File: config.mk
export PLATFORM = sky130hd
export DESIGN_NAME = audio_generator_editor_control
export DESIGN_NICKNAME = d
export VERILOG_FILES = /design/src/hdl/agen_pkg.sv /design/src/hdl/audio_generator_editor_control.sv
export VERILOG_INCLUDE_DIRS = /design/src /design/src/hdl
export SDC_FILE = /design/constraint.sdc
export NUM_CORES = 1
export LEC_CHECK = 0
export BUFFER_PORTS_ARGS = -buffer_cell sky130_fd_sc_hd__clkbuf_2
export CORE_ASPECT_RATIO = 1.2
export CORE_MARGIN = 1
export CORE_UTILIZATION = 46
export CTS_CLUSTER_SIZE = 28
export DETAILED_ROUTE_END_ITERATION = 6
export SETUP_SLACK_MARGIN = 0.15
export SLEW_MARGIN = 5
export SYNTH_ARGS = -nofsm -noshare
export SYNTH_HDL_FRONTEND = slang
export SYNTH_SLANG_ARGS = --single-unit
File: constraint.sdc
create_clock -name core_clk_i -period 7.1 [get_ports core_clk_i]
set_clock_uncertainty 0.1 [all_clocks]
set_input_delay 0.355 -clock core_clk_i [delete_from_list [all_inputs] [get_ports core_clk_i]]
set_output_delay 0.355 -clock core_clk_i [all_outputs]
set_load 0.005 [all_outputs]
File: src/hdl/agen_params.svh
// Constants for the audio generator/editor control block.
// Assumes a 125 MHz core clock and a byte-wide register port.
`ifndef AGEN_PARAMS_SVH
`define AGEN_PARAMS_SVH

`define CLK_HZ              125_000_000
`define RATE_48K_HZ         48_000
`define RATE_44K1_HZ        44_100
`define DIV_48K             (`CLK_HZ / `RATE_48K_HZ)
`define DIV_44K1            (`CLK_HZ / `RATE_44K1_HZ)
`define PULSE_PERIOD        192
`define AES_RISE_PER_FRAME  64
`define AES_MIN_EDGES       16
`define LOSS_CYC_DEF        8192
`define PRS_SEED            23'h00_0001
`define FS_POS              24'h7F_FFFF
`define FS_NEG              24'h80_0000
`define JT_LEVEL            24'h20_0000

`define ADDR_SYNC           4'h0
`define ADDR_EDIT           4'h1
`define ADDR_FUNC           4'h2
`define ADDR_VALUE          4'h3
`define ADDR_STATUS         4'h4
`define ADDR_CLEAR          4'h5

`define SYNC_RATE_BIT       2
`define EDIT_SPLIT_BIT      0
`define EDIT_AUD_BIT        1
`define EDIT_CS_BIT         2
`define EDIT_V_BIT          3
`define EDIT_CHANNEL_SELECT_BIT       4
`define SYNC_RST            8'h00
`define EDIT_RST            8'h00

`endif

File: src/hdl/agen_pkg.sv
// Types for the audio generator/editor control block.
// Assumes agen_params.svh supplies all numeric constants.
package agen_pkg;

    typedef enum logic [1:0] {
        SYNC_INT   = 2'b00,
        SYNC_REF   = 2'b01,
        SYNC_INPUT = 2'b11
    } sync_mode_t;

    typedef enum logic [1:0] {
        POL_POS = 2'b00,
        POL_NEG = 2'b01,
        POL_BIP = 2'b11
    } pulse_pol_t;

    typedef struct packed {
        logic       cs_val;
        logic       v_val;
        pulse_pol_t pol;
        logic [1:0] width_m1;
        logic [2:0] func;
        logic       channel_test_generator;
    } sub_cfg_t;

    typedef struct packed {
        logic [23:0] audio;
        logic        cs;
        logic        v;
    } subframe_t;

    typedef struct packed {
        subframe_t a;
        subframe_t b;
    } frame_t;

endpackage

File: src/hdl/audio_generator_editor_control.sv
// Sync selection, edit muxing and waveform generation for a two-subframe
// output stream. Assumes pins are asynchronous; rx_data_i is same-domain.
//
// The address map and strobed register access were decided locally.
`timescale 1ns/1ps
`include "agen_params.svh"

module audio_generator_editor_control #(
    parameter int unsigned LOSS_CYC = `LOSS_CYC_DEF
) (
    input  wire logic              core_clk_i,
    input  wire logic              rst_b_i,
    input  wire logic [3:0]        reg_addr_i,
    input  wire logic [7:0]        reg_wdata_i,
    input  wire logic              reg_wr_i,
    input  wire logic              reg_rd_i,
    output logic [7:0]             reg_rdata_o,
    input  wire logic              ref_bal_i,
    input  wire logic              ref_coax_i,
    input  wire logic              input_sync_i,
    input  agen_pkg::frame_t       rx_data_i,
    output agen_pkg::frame_t       tx_data_o,
    output logic                   tx_strobe_o
);
    import agen_pkg::*;

    localparam int LW = $clog2(LOSS_CYC + 1);

    // ------------------------------------------------------------
    // Pin synchronisers and activity sensing
    // ------------------------------------------------------------
    logic [2:0] pins_w;
    logic [2:0] rise_w;
    logic [2:0] edge_w;
    logic [2:0] pres_w;

    assign pins_w = {input_sync_i, ref_coax_i, ref_bal_i};

    genvar gi;
    generate
        for (gi = 0; gi < 3; gi++)
        begin : g_pin
            logic          meta_r;
            logic          sync_r;
            logic          prev_r;
            logic          present_r;
            logic [LW-1:0] quiet_r;
            always_ff @(posedge core_clk_i or negedge rst_b_i)
            begin
                if (!rst_b_i)
                begin
                    meta_r    <= 1'b0;
                    sync_r    <= 1'b0;
                    prev_r    <= 1'b0;
                    present_r <= 1'b0;
                    quiet_r   <= '0;
                end
                else
                begin
                    meta_r <= pins_w[gi];
                    sync_r <= meta_r;
                    prev_r <= sync_r;
                    if (sync_r != prev_r)
                    begin
                        quiet_r   <= '0;
                        present_r <= 1'b1;
                    end
                    else if (quiet_r == LW'(LOSS_CYC - 1))
                        present_r <= 1'b0;
                    else
                        quiet_r <= quiet_r + 1'b1;
                end
            end
            assign rise_w[gi] = sync_r & ~prev_r;
            assign edge_w[gi] = sync_r ^ prev_r;
            assign pres_w[gi] = present_r;
        end
    endgenerate

    // ------------------------------------------------------------
    // Control registers
    // ------------------------------------------------------------
    logic [7:0] sync_r;
    logic [7:0] edit_r;
    sub_cfg_t   cfg_a_r;
    sub_cfg_t   cfg_b_r;
    logic       channel_test_generator;
    logic       split_eff;
    logic       channel_select_b;
    logic       wr_a;
    logic       wr_b;
    logic       clr_wr;
    sync_mode_t mode_sel;

    assign channel_test_generator      = cfg_a_r.channel_test_generator;
    assign split_eff = edit_r[`EDIT_SPLIT_BIT] & ~channel_test_generator;
    assign channel_select_b    = edit_r[`EDIT_CHANNEL_SELECT_BIT];
    assign wr_a      = ~split_eff | ~channel_select_b;
    assign wr_b      = ~split_eff | channel_select_b;
    assign clr_wr    = reg_wr_i && reg_addr_i == `ADDR_CLEAR;
    assign mode_sel  = (sync_r[1:0] == 2'b10) ? SYNC_INT : sync_mode_t'(sync_r[1:0]);

    always_ff @(posedge core_clk_i or negedge rst_b_i)
    begin
        if (!rst_b_i)
            sync_r <= `SYNC_RST;
        else if (clr_wr)
            sync_r <= `SYNC_RST;
        else if (reg_wr_i && reg_addr_i == `ADDR_SYNC)
            sync_r <= {5'h00, reg_wdata_i[2:0]};
    end

    // Edit settings stay frozen, except for a clear, while the second generator is active
    always_ff @(posedge core_clk_i or negedge rst_b_i)
    begin
        if (!rst_b_i)
            edit_r <= `EDIT_RST;
        else if (clr_wr)
            edit_r <= `EDIT_RST;
        else if (reg_wr_i && reg_addr_i == `ADDR_EDIT && !channel_test_generator)
            edit_r <= {3'h0, reg_wdata_i[4:0]};
    end

    always_ff @(posedge core_clk_i or negedge rst_b_i)
    begin
        if (!rst_b_i)
        begin
            cfg_a_r <= '0;
            cfg_b_r <= '0;
        end
        else if (reg_wr_i && reg_addr_i == `ADDR_EDIT && !channel_test_generator &&
                 reg_wdata_i[`EDIT_SPLIT_BIT] != edit_r[`EDIT_SPLIT_BIT])
            cfg_b_r <= cfg_a_r;
        else if (reg_wr_i && reg_addr_i == `ADDR_FUNC)
        begin
            if (wr_a)
                cfg_a_r[7:0] <= reg_wdata_i;
            if (wr_b)
                cfg_b_r[7:0] <= reg_wdata_i;
        end
        else if (reg_wr_i && reg_addr_i == `ADDR_VALUE)
        begin
            if (wr_a)
                cfg_a_r[9:8] <= reg_wdata_i[1:0];
            if (wr_b)
                cfg_b_r[9:8] <= reg_wdata_i[1:0];
        end
    end

    // ------------------------------------------------------------
    // Timing sources
    // ------------------------------------------------------------
    logic [11:0] int_cnt_r;
    logic [11:0] div_cur;
    logic        int_tick;
    logic        ref_coax_sel;
    logic        ref_ok;
    logic        ref_rise;
    logic        ref_wck_r;
    logic [7:0]  ref_edges_r;
    logic [5:0]  aes_cnt_r;
    logic        ref_tick;
    logic        in_tick;

    assign div_cur  = sync_r[`SYNC_RATE_BIT] ? 12'(`DIV_44K1) : 12'(`DIV_48K);
    assign int_tick = (int_cnt_r == 12'h000);
    assign ref_coax_sel = ~pres_w[0];
    assign ref_ok   = pres_w[0] | pres_w[1];
    assign ref_rise = ref_coax_sel ? rise_w[1] : rise_w[0];
    assign ref_tick = ref_wck_r ? ref_rise :
                      (ref_rise && aes_cnt_r == 6'(`AES_RISE_PER_FRAME - 1));
    assign in_tick  = rise_w[2];

    always_ff @(posedge core_clk_i or negedge rst_b_i)
    begin
        if (!rst_b_i)
            int_cnt_r <= 12'h000;
        else if (int_tick)
            int_cnt_r <= div_cur - 12'h001;
        else
            int_cnt_r <= int_cnt_r - 12'h001;
    end

    // Word clock gives a few edges per frame, a biphase reference many
    always_ff @(posedge core_clk_i or negedge rst_b_i)
    begin
        if (!rst_b_i)
        begin
            ref_edges_r <= 8'h00;
            ref_wck_r   <= 1'b0;
        end
        else if (int_tick)
        begin
            ref_edges_r <= 8'h00;
            ref_wck_r   <= ref_edges_r < 8'(`AES_MIN_EDGES);
        end
        else if ((ref_coax_sel ? edge_w[1] : edge_w[0]) && ref_edges_r != 8'hFF)
            ref_edges_r <= ref_edges_r + 8'h01;
    end

    always_ff @(posedge core_clk_i or negedge rst_b_i)
    begin
        if (!rst_b_i)
            aes_cnt_r <= 6'h00;
        else if (ref_rise)
            aes_cnt_r <= aes_cnt_r + 6'h01;
    end

    // ------------------------------------------------------------
    // Running source selection
    // ------------------------------------------------------------
    sync_mode_t run_src_r;
    logic       run_ok;
    logic       des_ok;
    logic       frame_tick;

    assign des_ok = (mode_sel == SYNC_REF) ? ref_ok :
                    (mode_sel == SYNC_INPUT) ? pres_w[2] : 1'b1;
    assign run_ok = (run_src_r == SYNC_REF) ? ref_ok :
                    (run_src_r == SYNC_INPUT) ? pres_w[2] : 1'b1;
    assign frame_tick = (run_src_r == SYNC_REF) ? ref_tick :
                        (run_src_r == SYNC_INPUT) ? in_tick : int_tick;

    // A lost source gives no further boundary, so fall back at once
    always_ff @(posedge core_clk_i or negedge rst_b_i)
    begin
        if (!rst_b_i)
            run_src_r <= SYNC_INT;
        else if (!run_ok)
            run_src_r <= SYNC_INT;
        else if (frame_tick)
        begin
            case (des_ok)
                1'b1:    run_src_r <= mode_sel;
                default: run_src_r <= SYNC_INT;
            endcase
        end
    end

    // ------------------------------------------------------------
    // Waveform state
    // ------------------------------------------------------------
    logic [7:0]  phase_r;
    logic [7:0]  pcnt_r;
    logic [22:0] lfsr_r;

    always_ff @(posedge core_clk_i or negedge rst_b_i)
    begin
        if (!rst_b_i)
        begin
            phase_r <= 8'h00;
            pcnt_r  <= 8'h00;
        end
        else if (frame_tick)
        begin
            phase_r <= phase_r + 8'h01;
            pcnt_r  <= (pcnt_r == 8'(`PULSE_PERIOD - 1)) ? 8'h00 : pcnt_r + 8'h01;
        end
    end

    // x^23 + x^18 + 1 is maximal length
    always_ff @(posedge core_clk_i or negedge rst_b_i)
    begin
        if (!rst_b_i)
            lfsr_r <= `PRS_SEED;
        else if (frame_tick)
            lfsr_r <= {lfsr_r[21:0], lfsr_r[22] ^ lfsr_r[17]};
    end

    function automatic logic [23:0] wave(input sub_cfg_t c, input logic [7:0] ph,
                                         input logic [7:0] pc, input logic [22:0] lf);
        logic [6:0]  x;
        logic [13:0] p;
        logic        in_pulse;
        x = ph[6:0];
        p = 14'(x * (7'h7F - x));
        in_pulse = pc <= {6'h00, c.width_m1};
        wave = 24'h00_0000;
        if (c.channel_test_generator)
        begin
            case (c.func)
                3'd0:    wave = ph[0] ? (ph[1] ? `FS_NEG : `FS_POS) : 24'h00_0000;
                3'd1:    wave = {lf, 1'b0};
                default: wave = (ph[1] ? -`JT_LEVEL : `JT_LEVEL) | {23'h0, pc >= 8'd96};
            endcase
        end
        else
        begin
            case (c.func)
                3'd0:    wave = ph[7] ? -{1'b0, p, 9'h000} : {1'b0, p, 9'h000};
                3'd1:    wave = ph[7] ? `FS_NEG : `FS_POS;
                3'd2:    wave = {ph[7] ? ~x : x, 17'h0_0000} ^ 24'h80_0000;
                3'd3:    wave = {~ph, 16'h0000} ^ 24'h80_0000;
                3'd4:
                begin
                    if (in_pulse)
                    begin
                        case (c.pol)
                            POL_POS: wave = `FS_POS;
                            POL_NEG: wave = `FS_NEG;
                            default: wave = pc[0] ? `FS_NEG : `FS_POS;
                        endcase
                    end
                end
                default: wave = (ph[1] ? -`JT_LEVEL : `JT_LEVEL) | {23'h0, pc >= 8'd96};
            endcase
        end
    endfunction

    // ------------------------------------------------------------
    // Edit muxing and output stream
    // ------------------------------------------------------------
    logic      en_aud;
    logic      en_cs;
    logic      en_v;
    logic      pass;
    sub_cfg_t  cfg_b_eff;
    subframe_t gen_a;
    subframe_t gen_b;
    frame_t    tx_r;
    logic      strobe_r;

    assign pass      = (run_src_r == SYNC_INPUT);
    assign en_aud    = channel_test_generator ? ~pass : edit_r[`EDIT_AUD_BIT];
    assign en_cs     = channel_test_generator ? ~pass : edit_r[`EDIT_CS_BIT];
    assign en_v      = channel_test_generator ? ~pass : edit_r[`EDIT_V_BIT];
    assign cfg_b_eff = split_eff ? cfg_b_r : cfg_a_r;
    assign gen_a     = '{wave(cfg_a_r, phase_r, pcnt_r, lfsr_r), cfg_a_r.cs_val,
                         cfg_a_r.v_val & ~channel_test_generator};
    assign gen_b     = '{wave(cfg_b_eff, phase_r, pcnt_r, lfsr_r), cfg_b_eff.cs_val,
                         cfg_b_eff.v_val & ~channel_test_generator};

    function automatic subframe_t pick(input subframe_t g, input subframe_t rx,
                                       input logic ps, input logic ea,
                                       input logic ec, input logic ev);
        pick.audio = ea ? g.audio : (ps ? rx.audio : 24'h00_0000);
        pick.cs    = ec ? g.cs : (ps & rx.cs);
        pick.v     = ev ? g.v : (ps & rx.v);
    endfunction

    always_ff @(posedge core_clk_i or negedge rst_b_i)
    begin
        if (!rst_b_i)
        begin
            tx_r     <= '0;
            strobe_r <= 1'b0;
        end
        else
        begin
            strobe_r <= frame_tick;
            if (frame_tick)
            begin
                tx_r.a <= pick(gen_a, rx_data_i.a, pass, en_aud, en_cs, en_v);
                tx_r.b <= pick(gen_b, rx_data_i.b, pass, en_aud, en_cs, en_v);
            end
        end
    end

    assign tx_data_o   = tx_r;
    assign tx_strobe_o = strobe_r;

    // ------------------------------------------------------------
    // Register read port
    // ------------------------------------------------------------
    logic [7:0] rdata_r;
    sub_cfg_t   cfg_rd;

    assign cfg_rd = (split_eff && channel_select_b) ? cfg_b_r : cfg_a_r;

    always_ff @(posedge core_clk_i or negedge rst_b_i)
    begin
        if (!rst_b_i)
            rdata_r <= 8'h00;
        else if (reg_rd_i)
        begin
            case (reg_addr_i)
                `ADDR_SYNC:   rdata_r <= sync_r;
                `ADDR_EDIT:   rdata_r <= edit_r;
                `ADDR_FUNC:   rdata_r <= cfg_rd[7:0];
                `ADDR_VALUE:  rdata_r <= {6'h00, cfg_rd[9:8]};
                `ADDR_STATUS: rdata_r <= {2'b00, pres_w[2], run_src_r, ref_wck_r,
                                          pres_w[1], pres_w[0]};
                default:      rdata_r <= 8'h00;
            endcase
        end
        else
            rdata_r <= 8'h00;
    end

    assign reg_rdata_o = rdata_r;

    logic [11:0] gap_r;
    logic [11:0] div_prev_r;
    logic        gap_ok_r;

    always_ff @(posedge core_clk_i or negedge rst_b_i)
    begin
        if (!rst_b_i)
        begin
            gap_r      <= 12'h000;
            div_prev_r <= 12'h000;
            gap_ok_r   <= 1'b0;
        end
        else if (int_tick)
        begin
            gap_r      <= 12'h001;
            div_prev_r <= div_cur;
            gap_ok_r   <= 1'b1;
        end
        else
            gap_r <= gap_r + 12'h001;
    end
endmodule // audio_generator_editor_control
==> impl_metrics.yaml <==
final_layout:
  fillers: 2678
  multiInputGateArea_mm2: 0.00722
  antenna_cells: 0
  register_area_mm2: 0.00528
  syn2layout_area_growth_pct: 13.8
  fin_nets: 1743
  drive_above_1_share: 0.143
logic_synthesis:
  ys_seq_area_frac: 0.405
  synth_top_area_share: 0.403
  ys_seq_elements: 211
  syn_area_mm2: 0.0131
  syn_avg_cell_area_um2: 8.78
  yosysWarningCount: 0
  synth_fp_nets: 1638
  yosysTopAreaCell: "dfrtp_1"
  synth_area_leaders: "dfrtp_1 (40%), nand2_1 (6.5%), ha_1 (5.8%)"
  yosys.cell_count.top_type: "nand2_1"
  netlist_instances: 1487
  async_flop_share: 1.00
  yosys_most_used_dff: "dfrtp_1"
  synth_edf_count: 0
  synth_commonest_cells: "nand2_1 (227), dfrtp_1 (210), nor2_1 (169), a21oi_1 (126)"
  synth_cell_types: 75
sta:
  rsz0062_at_grt: "false"
  layout_min_cycle_time_ps: 6290
  slew_headroom: 0.227
  hold-worst-slack_ps: 13.3
  tns_ps: 0
  setup_viol: 0
  fin_crit_sh: 0.887
  worstMarginPinSlew_ps: 1160
  hold_violations: 0
  timing.fmax_mhz: 159
  slew_violations: 0
floorplanning:
  dieHeight_um: 187
  die_width_um: 156
  dieArea_mm2: 0.0290
  core_mm2: 0.0279
  rows: 67
  start_util: 0.467
  io_pins: 132
drt:
  viasPerCell: 5.67
  drcViolationCount: 0
  wire_per_inst_um: 18.2
  drtIter0Drc: 856
  vias: 11300
  routed_wl_um: 36100
  ant_nets: 0
  first_pass_iters: 6
hold_path:
  hp-class: "input pin to flip-flop"
  min-delay-start: "rx_data_i[5]"
clock_network:
  cts_sinks: 211
  clkTransAtPathRegs_ps: 60
  cts_tree: "yes"
  root_buffer: "clkbuf_16"
  cts_max_level: 1
  clk_latency_ps: 540
  cts_buffer_depth: 3
  cts_inserted_buffers: 24
placement:
  gp_congestion: 0.944
  io_buffers: 131
  hpwlAfterDp_um: 25600
setup_path:
  start_kind: "flip-flop"
  cp_max_fo: 15
  cp-startpoint: "phase_r[1]"
  cp.required_ps: 7410
  crit_type: "flip-flop to flip-flop"
  arrival_ps: 6610
  r2r-start: "phase_r[1]"
  end_kind: "flip-flop"
pwr:
  p_int_mw: 2.34
  vdd_drop_max_mv: 0.172
  leakage_nw: 7.13
  clock_power_share: 0.353
  p_sw_mw: 1.16
  powerDensity_mw_per_mm2: 235
  combPwrFrac: 0.233
  pwr-share-seq: 0.414
  switching_share: 0.331
run:
  cap_viol_max_count: 0
grt:
  grt_pass1_vias: 11000
  grt_max_degree: 102
  grt_usage: 0.254
  grt_overflow: 0
  grt_pass1_wl_um: 59200
  antenna_found_initial: 0
status:
  outcome: "finished clean"
-- through the flow --
stage / utilization / area (um2) / total power, mW / setup slack [ps] / instances
floorplan: - / 13100 / 1.99 / 1260 / 1487
global placement: 0.502 / 14000 / 2.25 / 987 / 1938
detailed placement: 0.502 / 14000 / 2.26 / 871 / 1938
CTS: 0.532 / 14900 / 3.51 / 849 / 1986
global route: 0.532 / 14900 / 3.69 / 452 / 1986
finish: 0.532 / 14900 / 3.49 / 806 / 1986
-- final cells by class --
cell class,count,area share
inverter,65,0.0164
sequential,211,0.355
clock inverter,9,0.00758
multi-input combinational,1135,0.486
timing repair buffer,155,0.0581
clock buffer,32,0.0445
tap,379,0.0319
-- worst max-delay path: stages (launching register included) --
cell       delay [ps]
dfrtp_1           690
clkinv_1          420
nor2_1            250
fa_1              230
fa_1              400
inv_1              80
fa_1              430
fa_1              540
inv_1              40
ha_1              400
a21oi_1           240
o221ai_1          190
a2111oi_1         510
o22ai_1           260
or3_1             400
or3_1             370
a311o_1           370
a31o_2            250
-- worst paths after layout --
path / end / slack, ps / depth (start not counted)
setup reg to reg: tx_data_o[25] / 810 / 17
hold / removal: tx_data_o[5] / 10 / 3
max in group asynchronous: cfg_b_r[5] / 5260 / 3
min in group asynchronous: tx_data_o[50] / 310 / 2
hold reg to reg: g_pin[1].sync_r / 250 / 0
setup / recovery: tx_data_o[25] / 810 / 17
-- sequential cells by signal, summed over array words and instances, names as in the netlist, 2 cells and up --
| register | count |
|---|---|
| edit_r | 5 |
| tx_data_o | 52 |
| sync_r | 3 |
| ref_edges_r | 8 |
| aes_cnt_r | 6 |
| g_pin.meta_r | 3 |
| reg_rdata_o | 8 |
| lfsr_r | 23 |
| phase_r | 8 |
| cfg_a_r | 9 |
| g_pin.prev_r | 3 |
| int_cnt_r | 12 |
| g_pin.present_r | 3 |
| g_pin.quiet_r | 42 |
| g_pin.sync_r | 3 |
| cfg_b_r | 10 |
| run_src_r | 2 |
| pcnt_r | 8 |
-- cells by family (layout without fill, tap and decap cells) --
family | count (synthesis) | after routing | share of synthesized area
buf+inv | 141 | 261 | 0.0429
compound gates | 350 | 350 | 0.169
xor+xnor | 84 | 84 | 0.0574
mux | 48 | 48 | 0.0389
flops | 211 | 211 | 0.405
simple gates | 573 | 573 | 0.199
fa+ha+maj | 80 | 80 | 0.0876
-- power groups by stage --
stage,logic (mW),registers (mW),clock network [mW]
after detailed placement,0.798,1.46,0
after CTS,0.806,1.44,1.27
after global placement,0.793,1.46,0
after global routing,0.903,1.46,1.32
final,0.814,1.45,1.24
after floorplan,0.577,1.41,0
-- per-layer routing --
layer,part of all wire,track usage,up-vias
met5,0,0,-
met4,0.031,0.0882,0
met3,0.057,0.0362,68
met2,0.49,0.434,385
met1,0.42,0.329,5416
li1,-,-,5382
-- cells in the final DEF (no fill, tap or decap), types with 30 or more instances in the layout --
master,Yosys,final
nand2_1,227,227
dfrtp_1,210,210
nor2_1,169,169
clkbuf_2,0,130
a21oi_1,126,126
ha_1,61,61
inv_1,58,58
o21ai_0,57,57
xnor2_1,53,53
nand3_1,43,43
o31ai_1,34,34
xor2_1,30,30
-- what timing repair did --
action	4_1_cts	5_1_grt
hold buffers	7	0
setup buffers	0	0
hold endpoints to repair	74	0
gates resized for setup	0	0
Power figures use the tool's default switching activity.
